## src/io_adapter_pkg.sv

```systemverilog
// Constants and carrier types for the cycle-steal device adapter
package io_adapter_pkg;
    // Control word fields, bit 15 being the word's most significant bit
    localparam int AREA_HI = 15;
    localparam int AREA_LO = 11;
    localparam int FUNC_HI = 10;
    localparam int FUNC_LO = 8;
    localparam int MOD_B15 = 0;
    localparam int LVL_HI  = 5;
    localparam int SCAN_HI = 15;
    localparam int SCAN_LO = 14;
    localparam int WC_HI   = 13;

    // Function codes
    localparam logic [2:0] FN_CONTROL    = 3'h4;
    localparam logic [2:0] FN_SENSE_INT  = 3'h3;
    localparam logic [2:0] FN_SENSE_DEV  = 3'h7;
    localparam logic [2:0] FN_INIT_WRITE = 3'h5;
    localparam logic [2:0] FN_INIT_READ  = 3'h6;

    // Scan control encodings
    localparam logic [1:0] SC_SINGLE_INT  = 2'h0;
    localparam logic [1:0] SC_SINGLE_QUIET = 2'h1;

    // Register offsets of the adapter's own APB map
    localparam logic [7:0] OFS_CFG     = 8'h00;
    localparam logic [7:0] OFS_STATUS  = 8'h04;
    localparam logic [7:0] OFS_OUTDATA = 8'h08;
    localparam logic [7:0] OFS_INDATA  = 8'h0c;
    localparam logic [7:0] OFS_CTLLOG  = 8'h10;

    // Reset values and count constants
    localparam logic [19:0] CFG_RESET = 20'h00000;
    localparam logic [13:0] WC_ZERO   = 14'h0000;
    localparam logic [13:0] WC_ONE    = 14'h0001;

    typedef enum logic [2:0] {
        ST_IDLE     = 3'b000,
        ST_FIRST    = 3'b001,
        ST_DATA     = 3'b010,
        ST_CH_ADDR  = 3'b011,
        ST_CH_CHECK = 3'b100,
        ST_CH_CTRL  = 3'b101
    } chan_state_type;

    // Processor to adapter
    typedef struct packed {
        logic [15:0] out_bus;
        logic        e_one;
        logic        e_two;
        logic        cs_grant;
    } proc_side_type;

    // Adapter to processor
    typedef struct packed {
        logic [15:0] in_bus;
        logic        cs_req;
        logic        int_req;
    } adapter_side_type;
endpackage : io_adapter_pkg

```

## src/io_adapter.sv

```systemverilog
// Cycle-stealing device adapter on the out-bus and in-bus, with an APB register port
//
// Notes on behaviour
// Decode area, function, modifier in first cycle
// Control may use address word second cycle
// Processor ends instruction after second cycle
// Level status word on in-bus, second cycle
// Processor puts active level on modifier
// Clear indicators only after gated out
// Device status word, one bit per indicator
// OR device conditions onto one level bit
// Software senses device by its area
// Channel runs only in run/trace mode
// Each steal takes one storage cycle
// Pending steals serviced before program resumes
// Scan bits 0-1 of header word
// Scan control selects stop or chain
// Initialize loads and checks channel address
// Address register then buffer address storage
// First steal loads scan and count
// Later steals move word, decrement count
// Count zero ends; no more requests
// Chaining takes three header cycles
// Next table's first word is own address
// At most three cycles between chained data
// Function codes 100,011,111,101,110
// Five-bit area selects device
// Drive in-bus only on own sense
`timescale 1ns/10ps
module io_adapter
    import io_adapter_pkg::*;
(
    // Clock and reset
    input  wire logic                            pclk,
    input  wire logic                            presetn,
    // APB slave
    input  wire logic                            psel,
    input  wire logic                            penable,
    input  wire logic                            pwrite,
    input  wire logic [7:0]                      paddr,
    input  wire logic [31:0]                     pwdata,
    output logic      [31:0]                     prdata,
    output logic                                 pready,
    output logic                                 pslverr,
    // Processor channel
    input  wire io_adapter_pkg::proc_side_type    proc_in,
    output io_adapter_pkg::adapter_side_type      proc_out
);
    chan_state_type state_q;
    logic [19:0] cfg_q;          // Area [4:0], level [13:8], level bit [19:16]
    logic [1:0]  scan_q;
    logic [13:0] wc_q;
    logic        write_dir_q;    // High: storage to device
    logic        end_ind_q;
    logic        short_ind_q;
    logic [15:0] out_data_q;
    logic        out_full_q;
    logic [15:0] in_data_q;
    logic        in_full_q;
    logic [15:0] ctl_mod_q;
    logic [15:0] ctl_addr_q;
    logic        ctl_pend_q;
    logic [15:0] bus_word;
    logic [2:0]  fn;
    logic        mine;
    logic        lvl_hit;
    logic        wr_acc;
    logic        rd_acc;
    logic        grant;
    logic        want;
    logic        last_word;
    logic [15:0] device_status_word;
    logic [15:0] lsw;
    logic [15:0] in_bus_c;

    // Own area match on the five-bit field
    function automatic logic area_hit(input logic [15:0] w, input logic [4:0] a);
        return w[AREA_HI:AREA_LO] == a;
    endfunction : area_hit

    // Control word decode
    assign bus_word = proc_in.out_bus;
    assign fn       = bus_word[FUNC_HI:FUNC_LO];
    assign mine     = area_hit(bus_word, cfg_q[4:0]);
    assign lvl_hit  = bus_word[LVL_HI:0] == cfg_q[13:8];
    assign grant    = proc_in.cs_grant & want;
    assign last_word = wc_q == WC_ONE;

    // APB strobes; zero wait states
    // Every access completes in its first access cycle, so no stall logic
    assign wr_acc  = psel & penable & pwrite;
    assign rd_acc  = psel & penable & ~pwrite;
    assign pready  = 1'b1;

    // Registered function and hits of the first execute cycle
    logic [2:0] fn_q;
    logic       mine_q;
    logic       lvl_q;
    logic       clr_q;
    // Decode latched in the first cycle, used in the second
    // The out-bus carries other words later, so the decode must be held
    always_ff @(posedge pclk or negedge presetn) begin
        if (!presetn) begin
            fn_q   <= 3'h0;
            mine_q <= 1'b0;
            lvl_q  <= 1'b0;
            clr_q  <= 1'b0;
        end else if (proc_in.e_one) begin
            fn_q   <= fn;
            mine_q <= mine;
            lvl_q  <= lvl_hit;
            clr_q  <= bus_word[MOD_B15];
        end
    end

    // Status words
    assign device_status_word = {end_ind_q, short_ind_q, out_full_q, in_full_q, 12'h000};
    always_comb begin
        lsw = 16'h0000;
        lsw[cfg_q[19:16]] = end_ind_q | short_ind_q;
    end

    // In-bus is quiet unless this adapter is being sensed or read
    // Status stands in the second execute cycle only; no third one follows
    always_comb begin
        in_bus_c = 16'h0000;
        if (proc_in.e_two && fn_q == FN_SENSE_INT && lvl_q) begin
            in_bus_c = lsw;
        end else if (proc_in.e_two && fn_q == FN_SENSE_DEV && mine_q) begin
            in_bus_c = device_status_word;
        end else if (grant && state_q == ST_DATA && !write_dir_q) begin
            in_bus_c = in_data_q;
        end
    end

    // Steal requests: header cycles always, data cycles when a word is ready
    // Header steals never wait on software, which keeps chaining gaps short
    always_comb begin
        unique case (state_q)
            ST_IDLE:  want = 1'b0;
            ST_DATA:  want = write_dir_q ? ~out_full_q : in_full_q;
            default:  want = 1'b1;
        endcase
    end
    // Request stays up until each pending word is served
    // One assignment drives the whole carrier, avoiding split drivers
    assign proc_out = '{in_bus: in_bus_c, cs_req: want, int_req: end_ind_q | short_ind_q};

    // Channel sequencing
    // Advances only on granted steals, so it idles whenever the processor
    // leaves run mode and stops granting
    // An initialise in mid-table abandons the old table
    always_ff @(posedge pclk or negedge presetn) begin
        if (!presetn) begin
            state_q     <= ST_IDLE;
            write_dir_q <= 1'b0;
        end else if (proc_in.e_one && mine && (fn == FN_INIT_WRITE || fn == FN_INIT_READ)) begin
            state_q     <= ST_FIRST;                                     // Reinitialise restarts
            write_dir_q <= fn == FN_INIT_WRITE;
        end else if (grant) begin
            unique case (state_q)
                ST_FIRST, ST_CH_CTRL: begin
                    // Empty table ends at once
                    if (bus_word[WC_HI:0] != WC_ZERO) begin
                        state_q <= ST_DATA;
                    end else if (bus_word[SCAN_HI]) begin
                        state_q <= ST_CH_ADDR;
                    end else begin
                        state_q <= ST_IDLE;
                    end
                end
                ST_DATA: begin
                    if (last_word) begin
                        state_q <= scan_q[1] ? ST_CH_ADDR : ST_IDLE;
                    end
                end
                ST_CH_ADDR:  state_q <= ST_CH_CHECK;
                ST_CH_CHECK: state_q <= ST_CH_CTRL;
                default:     state_q <= ST_IDLE;
            endcase
        end
    end

    // Scan control and word count
    // Count is reloaded by the first steal and by the chained control steal, not by the address and check steals
    always_ff @(posedge pclk or negedge presetn) begin
        if (!presetn) begin
            scan_q <= 2'h0;
            wc_q   <= WC_ZERO;
        end else if (grant && (state_q == ST_FIRST || state_q == ST_CH_CTRL)) begin
            scan_q <= bus_word[SCAN_HI:SCAN_LO];
            wc_q   <= bus_word[WC_HI:0];
        end else if (grant && state_q == ST_DATA) begin
            wc_q   <= wc_q - WC_ONE;
        end
    end

    // End-of-table indicator; a set in the clearing cycle wins
    // Losing an end event would leave software waiting forever
    logic table_end;
    assign table_end = grant && ((state_q == ST_DATA && last_word)
                     || ((state_q == ST_FIRST || state_q == ST_CH_CTRL) && bus_word[WC_HI:0] == WC_ZERO));
    logic end_irq;
    logic [1:0] sc_now;
    assign sc_now  = state_q == ST_DATA ? scan_q : bus_word[SCAN_HI:SCAN_LO];
    assign end_irq = table_end && (sc_now == SC_SINGLE_INT || sc_now[1] && !sc_now[0]);
    logic sense_clear;
    assign sense_clear = proc_in.e_two && fn_q == FN_SENSE_DEV && mine_q && clr_q;
    always_ff @(posedge pclk or negedge presetn) begin
        if (!presetn) begin
            end_ind_q   <= 1'b0;
            short_ind_q <= 1'b0;
        end else begin
            // Clearing takes effect at the end of the gating cycle
            if (end_irq) begin
                end_ind_q <= 1'b1;
            end else if (sense_clear) begin
                end_ind_q <= 1'b0;
            end
            // Quiet end of table leaves the test interrupt alone
            if (proc_in.e_one && mine && fn == FN_CONTROL && bus_word[MOD_B15]) begin
                short_ind_q <= 1'b1;                                     // Software test interrupt
            end else if (sense_clear) begin
                short_ind_q <= 1'b0;
            end
        end
    end

    // Data words, outbound and inbound; in each the set wins over the clear
    // One word each way only: the channel waits on software rather than
    // losing a word, at the cost of longer gaps between data steals
    always_ff @(posedge pclk or negedge presetn) begin
        if (!presetn) begin
            out_data_q <= 16'h0000;
            out_full_q <= 1'b0;
        end else if (grant && state_q == ST_DATA && write_dir_q) begin
            out_data_q <= bus_word;
            out_full_q <= 1'b1;
        end else if (rd_acc && paddr == OFS_OUTDATA) begin
            out_full_q <= 1'b0;
        end
    end
    always_ff @(posedge pclk or negedge presetn) begin
        if (!presetn) begin
            in_data_q <= 16'h0000;
            in_full_q <= 1'b0;
        end else if (wr_acc && paddr == OFS_INDATA && !in_full_q) begin
            in_data_q <= pwdata[15:0];
            in_full_q <= 1'b1;
        end else if (grant && state_q == ST_DATA && !write_dir_q) begin
            in_full_q <= 1'b0;
        end
    end

    // Control command capture: modifier in cycle one, address word in cycle two
    // A second command before the log is read overwrites the first
    always_ff @(posedge pclk or negedge presetn) begin
        if (!presetn) begin
            ctl_mod_q  <= 16'h0000;
            ctl_addr_q <= 16'h0000;
            ctl_pend_q <= 1'b0;
        end else begin
            if (proc_in.e_one && mine && fn == FN_CONTROL) begin
                ctl_mod_q  <= bus_word;
                ctl_pend_q <= 1'b1;
            end else if (rd_acc && paddr == OFS_CTLLOG) begin
                ctl_pend_q <= 1'b0;
            end
            if (proc_in.e_two && mine_q && fn_q == FN_CONTROL) begin
                ctl_addr_q <= bus_word;
            end
        end
    end

    // Configuration register
    // Area and level take effect at the next execute cycle
    always_ff @(posedge pclk or negedge presetn) begin
        if (!presetn) begin
            cfg_q <= CFG_RESET;
        end else if (wr_acc && paddr == OFS_CFG) begin
            cfg_q <= pwdata[19:0];
        end
    end

    // APB read mux and unmapped-address error
    // Mux only; clearing reads act in the data and control blocks
    // Status shows only the low byte of the count
    // Unaligned offsets fall to the error leg as well
    always_comb begin
        prdata  = 32'h00000000;
        pslverr = 1'b0;
        unique case (paddr)
            OFS_CFG:     prdata = {12'h000, cfg_q};
            OFS_STATUS:  prdata = {device_status_word, 3'h0, state_q, scan_q, wc_q[7:0]};
            OFS_OUTDATA: prdata = {16'h0000, out_data_q};
            OFS_INDATA:  prdata = {16'h0000, in_data_q};
            OFS_CTLLOG:  prdata = {ctl_addr_q[14:0], ctl_pend_q, ctl_mod_q};
            default:     pslverr = psel & penable;
        endcase
    end
endmodule : io_adapter

```

## config.mk

```make
export PLATFORM = sky130hd
export DESIGN_NAME = io_adapter
export DESIGN_NICKNAME = d
export VERILOG_FILES = /design/src/io_adapter_pkg.sv /design/src/io_adapter.sv
export SDC_FILE = /design/constraint.sdc
export NUM_CORES = 1
export LEC_CHECK = 0
export BUFFER_PORTS_ARGS = -buffer_cell sky130_fd_sc_hd__buf_2
export CAP_MARGIN = 20
export CORE_MARGIN = 4
export CORE_UTILIZATION = 29
export CTS_BUF_LIST = sky130_fd_sc_hd__clkbuf_8
export DETAILED_ROUTE_END_ITERATION = 10
export PLACE_DENSITY = 0.52
export SYNTH_ARGS = -nofsm -noshare
export SYNTH_HDL_FRONTEND = slang
export SYNTH_SLANG_ARGS = --single-unit
```

## constraint.sdc

```tcl
create_clock -name pclk -period 2.5 [get_ports pclk]
set_input_delay 0.25 -clock pclk [delete_from_list [all_inputs] [get_ports pclk]]
set_output_delay 0.25 -clock pclk [all_outputs]
set_load 0.01 [all_outputs]
```

# ---- After elaboration in Yosys (flattened, before gate mapping)
# Index checks and enable logic that the tools add are counted.
dict set report word_totals {
  in_bits 64
  register_bits 114
  out_inout_bits 52
  elab_cells 124
}
dict set report classes {
  magnitude_cmp 2
  reduce_logical 48
  mux 28
  add_sub_neg 1
  n_eq_ne 19
  bitwise_logic 8
}
# cell n
set ops {}
lappend ops {{32-bit case mux with 5 select lines} 1}
lappend ops {{16-bit two-way mux} 3}
lappend ops {{14-bit two-way mux} 2}
lappend ops {{1-bit logical AND} 26}
lappend ops {{3-bit equality test, second input constant} 7}
lappend ops {{16-bit AND} 1}
lappend ops {{8-bit by 4-bit equality test with 1-bit output, second input constant} 2}
lappend ops {{14-bit by 1-bit equality test with 1-bit output, second input constant} 1}
lappend ops {{14-bit logical NOT} 1}
lappend ops {{14-bit nonzero test} 1}
lappend ops {{2-bit nonzero test} 7}
lappend ops {{14-bit by 1-bit subtractor with 14-bit output, second input constant} 1}
lappend ops {{1-bit two-way mux} 12}
lappend ops {{3-bit case mux with 4 select lines} 1}
lappend ops {{3-bit by 2-bit equality test with 1-bit output, second input constant} 3}
lappend ops {{3-bit two-way mux} 3}
lappend ops {{8-bit by 3-bit equality test with 1-bit output, second input constant} 1}
lappend ops {{8-bit by 5-bit equality test with 1-bit output, second input constant} 1}
lappend ops {{8-bit logical NOT} 1}
lappend ops {{2-bit two-way mux} 4}
lappend ops {{6-bit equality test} 1}
lappend ops {{5-bit equality test} 1}
lappend ops {{4-bit by 5-bit < comparator with 1-bit output, second input constant} 1}
lappend ops {{5-bit OR reduction} 1}
lappend ops {{14 further kinds} 23}

# ---- Logic depth before layout (Yosys ltp)
# Gate-level depths: netlist (run 1).
dict set report depth {
  word_depth 9
  ltp_mapped 7
  depth_no_buf 7
}

# ---- Worst setup path after synthesis (run 1)
# Ideal clock, no wire load.
dict set report synth_path {
  path_type {register to output}
  startpoint {reg state_q[2]}
  endpoint {out proc_out[4] (netlist bit)}
  n_path_buf 2
  slack_ns 0.347
  required_time_ns 2.250
  arrival_time_ns 1.903
  path_stages_with_launch 8
  cell_sequence {dfrtp_1 > clkbuf_1 > nor3b_2 > and3b_1 > nor3b_1 > nor2b_1 > buf_2 > a22o_1}
}
# element line_no
set synth_lines {}
lappend synth_lines {{start: declaration} io_adapter.sv:49} ;# chan_state_type state_q;
lappend synth_lines {{start signal: assignment} io_adapter.sv:174} ;# state_q <= scan_q[1] ? ST_CH_ADDR : ST_IDLE;
lappend synth_lines {{end: declaration} io_adapter.sv:47} ;# output io_adapter_pkg::adapter_side_type proc_out

==> results.py, run 1 <==
metrics = {
    "outcome": {
        "outcome": "complete, no violations",
    },
    "final_layout": {
        "fin_cells": 922,
        "final_nets": 705,
        "diodes": 0,
        "drive_gt1_frac": 0.411,
        "utilization": 0.367,
        "syn_to_final_growth_pct": 23.8,
    },
    "synth": {
        "synthAdderAreaFrac": 0.00414,
        "syn_inst": 525,
        "synth.area.top_cells": "dfrtp_1, mux2_2, mux4_2, a22o_1, nand2_1",
        "synth_top_family_by_area": "multiplexers",
        "synth_top_area_share": 0.472,
        "ys_warn_count": 0,
        "synthMuxAreaShare": 0.214,
        "synth_xor_area_frac": 0.0217,
        "synth_edf_count": 0,
        "synth_area_um2": 6040,
        "async_flop_share": 1.00,
        "ys.flop_type": "dfrtp_1",
        "synthesis.nets": 591,
        "synth-simple-area-share": 0.130,
        "synth_compound_area_frac": 0.120,
        "synth.distinct_cells": 66,
        "synth_top_area_cell": "dfrtp_1",
        "yosysSeqAreaShare": 0.472,
        "ys_seq_elements": 114,
        "syn_area_per_cell_um2": 11.5,
    },
    "route": {
        "drtIter0Drc": 325,
        "num_vias": 4806,
        "finalWirelength_um": 19100,
        "drcViolationCount": 0,
        "ant_nets": 0,
        "wl_per_cell_um": 20.7,
        "drt-pass1-iter-count": 5,
        "via_per_inst": 5.21,
    },
    "critical_path": {
        "crit_path_end_kind": "primary output",
        "slowest_delay_ns": 0.39,
        "path_cells": "nor3b_2 > and3b_2 > nor3b_2 > buf_4 > nor2b_4 > buf_6 > a22o_1 > buf_2",
        "path_max_fanout": 6,
        "reg2reg_setup_slack_ns": 0.31,
        "critPathMostFrequentCell": "nor3b_2",
        "slowest_stage": "dfrtp_1",
        "cp.required_ns": 2.25,
        "path_class": "flop to primary output",
        "arrival_ns": 2.21,
        "cp-start-kind": "flop",
    },
    "placement": {
        "placed_cells": 887,
        "port_buffers": 102,
        "preCtsSetupSlack_ns": 0.320,
        "gp_congestion": 0.863,
        "hpwl_um": 14100,
    },
    "die": {
        "initial_utilization": 0.297,
        "placementRows": 52,
        "die_area_um2": 23200,
        "die_x_um": 152,
        "num_io_pins": 116,
        "fp.coreArea_um2": 20400,
        "fp.dieH_um": 152,
    },
    "cts": {
        "path_clk_slew_ns": 0.08,
        "cts_buffers": 17,
        "cts.path.max_buffers": 2,
        "worst_skew_pair.late_latency_ns": 0.44,
        "cts_tree": "yes",
        "clock_sinks": 114,
        "cts_root_buf": "clkbuf_8",
        "cts_htree_levels": 4,
    },
    "global_routing": {
        "grt_max_degree": 50,
        "antenna_found_initial": 0,
        "grt_pass1_wl_um": 29500,
        "grt_pass1_vias": 4969,
        "grt_usage": 0.164,
        "overflow": 0,
    },
    "timing": {
        "max_freq_mhz": 407,
        "rsz0062_at_grt": "true",
        "hold-worst-slack_ns": 0.0361,
        "hold_violations": 0,
        "slew_violations": 0,
        "post-route-min-period_ns": 2.46,
        "period_share": 0.983,
        "worst_pin_slew_ns": 0.699,
        "setup_viol": 0,
        "timing.final.ws_setup_ns": 0.0416,
        "fin_skew_ns": 0.0101,
        "max_slew_margin": 0.529,
    },
    "pwr": {
        "intPower_mw": 3.67,
        "power_leakage_nw": 3.57,
        "switching_share": 0.280,
        "fin_total_pwr_mw": 5.11,
        "clkPwrFrac": 0.406,
        "p_seq_frac": 0.442,
        "p_sw_mw": 1.43,
        "max-vdd-ir-drop_uv": 353,
        "power_frac_comb": 0.151,
        "powerDensity_nw_per_um2": 683,
    },
    "job": {
        "maxCapViolCount": 0,
    },
    "worst_hold_path": {
        "hp-class": "primary input to flop",
    },
}
==> layer usage <==
layer	up-vias	part of all wire	wire length, um	global-route usage
met1	2457	0.45	8550	0.217
met2	146	0.49	9410	0.271
met5	-	0	0	0
met4	0	0.013	253	0.0385
li1	2182	-	-	-
met3	21	0.045	867	0.0415
==> critical path, delay by kind of cell, from the launching register on <==
family          cells  cell delay (ns)
compound gates      1             0.15
buf+inv             3             0.42
simple gates        4             0.81
flops               1             0.39
==> cell families after synthesis <==
kind of cell,after synthesis
AOI/OAI and AO/OA,97
xor gates and xnor gates,15
adders and majority gates,2
buffers and inverters,50
DFF,114
muxes,101
other,1
and+or+nand+nor,145
==> synth_stat cells, drive strengths merged (12+ instances only) <==
cell,n
nor2,24
a21oi,15
mux2,81
nand2,37
o21ai,20
a22o,22
buf,12
dfrtp,114
inv,16
mux4,13
clkbuf,22
nand3,12
==> area by class of cell <==
class / instances / area [um2]
Tap cell: 270 / 338
Clock buffer: 20 / 275
Timing Repair Buffer: 129 / 757
Inverter: 16 / 60.1
Multi-Input combinational cell: 361 / 2990
Sequential cell: 114 / 2850
Clock inverter: 12 / 203
Fill cell: 2008 / 12900
==> metrics by stage <==
| step | area, um2 | TNS [ns] |
|---|---|---|
| after floorplan | 6040 | 0 |
| after global placement | 6940 | 0 |
| after detailed placement | 6940 | 0 |
| after CTS | 7460 | 0 |
| after global routing | 7480 | -0.630 |
| final | 7480 | 0 |
==> timing repair <==
action / 4_1_cts / 5_1_grt
setup endpoints to repair: 12 / 12
hold endpoints to repair: 33 / 0
buffers inserted: 1 / 0
pin swaps: 0 / 5
cloned: 1 / 0
resized for setup: 7 / 4
hold buffers: 1 / 0
==> cells in the final DEF, fill, tap and decap left out, types with 5 or more instances in the layout <==
cell,count
xor2_1,5
nand3_1,12
nor3_1,7
a21oi_1,15
a22o_1,22
buf_4,23
inv_1,16
clkbuf_8,20
dfrtp_1,114
buf_2,100
mux2_4,5
and2_1,10
nand4_1,6
mux2i_1,7
nor2b_1,8
nand2_1,37
o21ai_0,17
mux2_2,76
mux4_2,13
or4_1,5
nor4_1,8
xnor2_1,10
nor2_1,23
bufinv_16,5
==> sequential cells by signal, indices dropped and copies added, names as in the netlist, 3 cells and up <==
register,cells
wc_q,14
state_q,3
ctl_mod_q,16
out_data_q,16
in_data_q,16
fn_q,3
ctl_addr_q,15
cfg_q,20
==> power groups by stage <==
stage | Combinational [mW] | Clock (mW) | Sequential [mW]
floorplan | 0.481 | 0 | 2.21
global placement | 0.733 | 0 | 2.28
detailed placement | 0.754 | 0 | 2.29
CTS | 0.774 | 2.12 | 2.26
global route | 0.856 | 2.21 | 2.29
finish | 0.773 | 2.07 | 2.26
==> worst paths after layout <==
check                                end           from  cells after the start
max reg2reg                ctl_mod_q[11]       cfg_q[1]                      6
min                            cfg_q[19]     pwdata[19]                      2
min in group asynchronous  ctl_addr_q[9]        presetn                      2
max                          proc_out[2]     state_q[2]                      8
min reg2reg                ctl_mod_q[10]  ctl_mod_q[10]                      1
max in group asynchronous        wc_q[6]        presetn                      3
Note: power is estimated with default switching activity, not from simulation.
==> run 2, diff against run 1 <==
Settings changed: CTS_BUF_LIST sky130_fd_sc_hd__clkbuf_8 to default, MAX_ROUTING_LAYER from default to met4.
==> results.py, run 2 (synthesis gave the netlist of run 1 again) <==
metrics = {
    "global_routing": {
        "grt_pass1_wl_um": 29700,
        "grt_usage": 0.170,
        "overflow": 0,
        "grt_max_degree": 50,
        "grt_pass1_vias": 4960,
        "antenna_found_initial": 0,
    },
    "pwr": {
        "switching_share": 0.263,
        "max-vdd-ir-drop_uv": 454,
        "p_seq_frac": 0.392,
        "power_leakage_nw": 3.65,
        "power_frac_comb": 0.133,
        "p_sw_mw": 1.52,
        "powerDensity_nw_per_um2": 754,
        "clkPwrFrac": 0.474,
        "intPower_mw": 4.25,
    },
    "timing": {
        "hold-worst-slack_ns": 0.0645,
        "period_share": 0.975,
        "slew_violations": 0,
        "timing.final.ws_setup_ns": 0.0628,
        "setup_viol": 0,
        "worst_pin_slew_ns": 0.706,
        "fin_skew_ns": 0.0104,
        "max_slew_margin": 0.525,
        "post-route-min-period_ns": 2.44,
        "hold_violations": 0,
        "rsz0062_at_grt": "true",
        "max_freq_mhz": 410,
    },
    "final_layout": {
        "final_nets": 704,
        "largest_reg_flops": 20,
        "diodes": 0,
        "syn_to_final_growth_pct": 26.7,
        "nFillCells": 1979,
        "largest-register": "cfg_q",
        "final_cell_mix": "dfrtp_1, buf_2, mux2_2",
        "fin_cells": 921,
        "drive_gt1_frac": 0.409,
        "final_common_cell": "dfrtp_1",
    },
    "cts": {
        "cts_htree_levels": 4,
        "cts_tree": "yes",
        "worst_skew_pair.late_latency_ns": 0.42,
        "clock_sinks": 114,
        "path_clk_slew_ns": 0.06,
        "cts_root_buf": "clkbuf_16",
        "cts.path.max_buffers": 2,
        "cts_buffers": 17,
    },
    "die": {
        "placementRows": 52,
        "num_io_pins": 116,
        "initial_utilization": 0.297,
        "die_x_um": 152,
        "die_area_um2": 23200,
        "fp.coreArea_um2": 20400,
        "fp.dieH_um": 152,
    },
    "worst_hold_path": {
        "hp-class": "primary input to flop",
        "worstHoldPathCells": 2,
        "hold_start": "pwdata[19]",
        "worstHoldEndpoint": "cfg_q[19]",
    },
    "critical_path": {
        "arrival_ns": 2.19,
        "r2r-end": "ctl_mod_q[11]",
        "cp-start-kind": "flop",
        "crit-reg2reg-launch": "cfg_q[1]",
        "path_max_fanout": 6,
        "reg2reg_setup_slack_ns": 0.31,
        "crit_path_end_kind": "primary output",
        "path_class": "flop to primary output",
        "cp.required_ns": 2.25,
        "r2r_cells": 6,
    },
    "route": {
        "drt-pass1-iter-count": 5,
        "wl_per_cell_um": 20.9,
        "finalWirelength_um": 19200,
        "via_per_inst": 5.26,
        "num_vias": 4848,
        "drcViolationCount": 0,
        "drtIter0Drc": 286,
        "ant_nets": 0,
    },
    "outcome": {
        "outcome": "complete, no violations",
    },
    "placement": {
        "port_buffers": 102,
        "gp_congestion": 0.877,
        "hpwl_um": 14100,
        "placed_cells": 887,
        "preCtsSetupSlack_ns": 0.320,
    },
    "job": {
        "maxCapViolCount": 0,
    },
}
run 2: what timing repair did:
action / in CTS / in global routing
resized for setup: 3 / 5
setup buffers: 0 / 0
cloned: 0 / 1
hold buffers: 1 / 0
endpoints found under the hold margin: 33 / 0
pin swaps: 0 / 5
endpoints found under the setup margin: 12 / 12
run 2: power by group through the flow:
stage	combinational (mW)	sequential, mW	clock, mW
finish	0.770	2.26	2.74
CTS	0.770	2.26	2.79
floorplan	0.481	2.21	0
global placement	0.733	2.28	0
global route	0.845	2.29	2.89
detailed placement	0.754	2.29	0
run 2: layout make-up:
cell class,count,area (um2),area share
Sequential cell,114,2850,0.373
Multi-Input combinational cell,361,2990,0.390
Tap cell,270,338,0.0441
Timing Repair Buffer,128,746,0.0974
Clock buffer,20,467,0.0610
Clock inverter,12,203,0.0265
Inverter,16,60.1,0.00785
run 2: how the worst max path moves through the flow:
stage	from	slack, ns	to
4_1_cts	state_q[0]	0.01	proc_out[2]
2_1_floorplan	state_q[2]	0.35	proc_out[4]
3_3_place_gp	proc_in[14]	0.32	ctl_mod_q[7]
3_5_place_dp	proc_in[16]	0.32	ctl_mod_q[11]
6_report	state_q[2]	0.06	proc_out[7]
5_1_grt	fn_q[0]	-0.06	proc_out[11]
run 2: worst max-delay path, stage by stage, from the launching register on:
cell     delay [ns]
dfrtp_1        0.38
nor3b_2        0.21
and3b_2        0.25
nor3b_2        0.18
buf_4          0.15
nor2b_4        0.17
buf_4          0.16
a22o_1         0.14
buf_2          0.13
run 2: layer usage:
layer | vias up | track usage | share of wire
met2 | 167 | 0.271 | 0.49
met5 | - | - | 0
met4 | 0 | 0.0475 | 0.017
met3 | 30 | 0.0338 | 0.046
met1 | 2474 | 0.222 | 0.45
li1 | 2177 | - | -
run 2: per-stage QoR:
| step | util | power (mW) | cell area (um2) | TNS, ns |
|---|---|---|---|---|
| after CTS | 0.374 | 5.83 | 7620 | 0 |
| final | 0.376 | 5.77 | 7650 | 0 |
| after floorplan | - | 2.69 | 6040 | 0 |
| after global routing | 0.376 | 6.03 | 7650 | -0.364 |
| after detailed placement | 0.341 | 3.04 | 6940 | 0 |
| after global placement | 0.341 | 3.01 | 6940 | 0 |
==> run 3, diff against run 2 <==
Settings changed: CTS_BUF_LIST from default to sky130_fd_sc_hd__clkbuf_4 sky130_fd_sc_hd__clkbuf_8.
==> results.py, run 3 (synthesis gave the netlist of run 1 again) <==
metrics = {
    "final_layout": {
        "largest-register": "cfg_q",
        "final_nets": 705,
        "final_cell_mix": "dfrtp_1, buf_2, mux2_2",
        "syn_to_final_growth_pct": 23.8,
        "diodes": 0,
        "largest_reg_flops": 20,
        "drive_gt1_frac": 0.411,
        "fin_cells": 922,
        "utilization": 0.367,
        "final_common_cell": "dfrtp_1",
    },
    "route": {
        "via_per_inst": 5.16,
        "wl_per_cell_um": 20.7,
        "ant_nets": 0,
        "drtIter0Drc": 333,
        "num_vias": 4762,
        "finalWirelength_um": 19100,
        "drt-pass1-iter-count": 5,
        "drcViolationCount": 0,
    },
    "pwr": {
        "fin_total_pwr_mw": 5.11,
        "p_seq_frac": 0.443,
        "clkPwrFrac": 0.406,
        "power_leakage_nw": 3.57,
        "powerDensity_nw_per_um2": 683,
        "intPower_mw": 3.67,
        "max-vdd-ir-drop_uv": 353,
        "power_frac_comb": 0.152,
        "switching_share": 0.281,
        "p_sw_mw": 1.43,
    },
    "timing": {
        "hold_violations": 0,
        "slew_violations": 0,
        "max_slew_margin": 0.531,
        "fin_skew_ns": 0.0122,
        "max_freq_mhz": 409,
        "worst_pin_slew_ns": 0.698,
        "rsz0062_at_grt": "true",
        "post-route-min-period_ns": 2.44,
        "period_share": 0.977,
        "setup_viol": 0,
    },
    "placement": {
        "placed_cells": 887,
        "hpwl_um": 14100,
        "gp_congestion": 0.877,
        "port_buffers": 102,
    },
    "critical_path": {
        "cp_top_family": "simple AND/OR/NAND/NOR gates",
        "path_max_fanout": 6,
        "arrival_ns": 2.19,
        "cp.buffers_inverters": 3,
        "cp-start-kind": "flop",
        "critPathMostFrequentCell": "nor3b_2",
        "slowest_stage": "dfrtp_1",
        "path_cells": "nor3b_2 > and3b_2 > nor3b_2 > buf_4 > nor2b_4 > buf_6 > a22o_1 > buf_2",
        "slowest_delay_ns": 0.39,
        "path_class": "flop to primary output",
        "crit_path_end_kind": "primary output",
        "cp.required_ns": 2.25,
    },
    "worst_hold_path": {
        "hp-class": "primary input to flop",
    },
    "die": {
        "num_io_pins": 116,
        "fp.coreArea_um2": 20400,
        "initial_utilization": 0.297,
        "fp.dieH_um": 152,
        "die_x_um": 152,
        "placementRows": 52,
        "die_area_um2": 23200,
    },
    "cts": {
        "cts_buffers": 17,
        "cts.path.max_buffers": 2,
        "clock_sinks": 114,
        "cts_tree": "yes",
        "cts_htree_levels": 4,
        "cts_root_buf": "clkbuf_8",
        "worst_skew_pair.late_latency_ns": 0.44,
        "path_clk_slew_ns": 0.08,
    },
    "global_routing": {
        "grt_pass1_vias": 4974,
        "grt_pass1_wl_um": 29600,
        "antenna_found_initial": 0,
        "overflow": 0,
        "grt_max_degree": 50,
        "grt_usage": 0.169,
    },
    "job": {
        "maxCapViolCount": 0,
    },
    "outcome": {
        "outcome": "complete, no violations",
    },
}
-- run 3: cell count changes in the layout (fill, tap and decap cells not counted), sizes merged --
| cell | change |
|---|---|
| buf | +1 |
-- run 3: final timing paths --
path	startpoint	endpoint	slack, ns	cells after the start
setup / recovery	state_q[2]	proc_out[11]	0.06	8
hold / removal	pwdata[19]	cfg_q[19]	0.04	2
setup reg to reg	cfg_q[1]	ctl_mod_q[11]	0.31	6
hold reg to reg	ctl_mod_q[10]	ctl_mod_q[10]	0.48	1
max in group asynchronous	presetn	wc_q[6]	1.33	3
min in group asynchronous	presetn	ctl_addr_q[9]	0.34	2
-- run 3: routing by layer --
metal,share of wire,track usage
met1,0.45,0.221
met2,0.49,0.270
met3,0.040,0.0366
met4,0.014,0.0385
met5,0,-
-- run 3: layout make-up --
| cell class | count | area, um2 |
|---|---|---|
| clock buffer | 20 | 275 |
| timing repair buffer | 129 | 757 |
| sequential | 114 | 2850 |
| tap | 270 | 338 |
| multi-input combinational | 361 | 2990 |
| clock inverter | 12 | 203 |
| inverter | 16 | 60.1 |
| fill | 2008 | 12900 |
-- run 3: repair_timing --
action | in CTS | in global routing
hold buffers | 1 | 0
gates cloned | 1 | 0
setup buffers | 1 | 0
setup endpoints to repair | 12 | 12
pin swaps | 0 | 5
hold endpoints to repair | 33 | 0
gates resized for setup | 7 | 4
-- run 3: through the flow --
step	hold slack (ns)	cell area, um2	setup WS [ns]	TNS, ns
floorplan	-0.0456	6040	0.347	0
global placement	0.259	6940	0.323	0
detailed placement	0.257	6940	0.320	0
CTS	0.0135	7460	0.00205	0
global route	0.00964	7480	-0.0704	-0.630
finish	0.0383	7480	0.0566	0
-- run 3: power by group through the flow --
stage | Combinational (mW) | Clock, mW | Sequential (mW)
2_1_floorplan | 0.481 | 0 | 2.21
3_3_place_gp | 0.733 | 0 | 2.28
3_5_place_dp | 0.754 | 0 | 2.29
4_1_cts | 0.774 | 2.12 | 2.26
5_1_grt | 0.856 | 2.21 | 2.29
6_report | 0.775 | 2.07 | 2.26
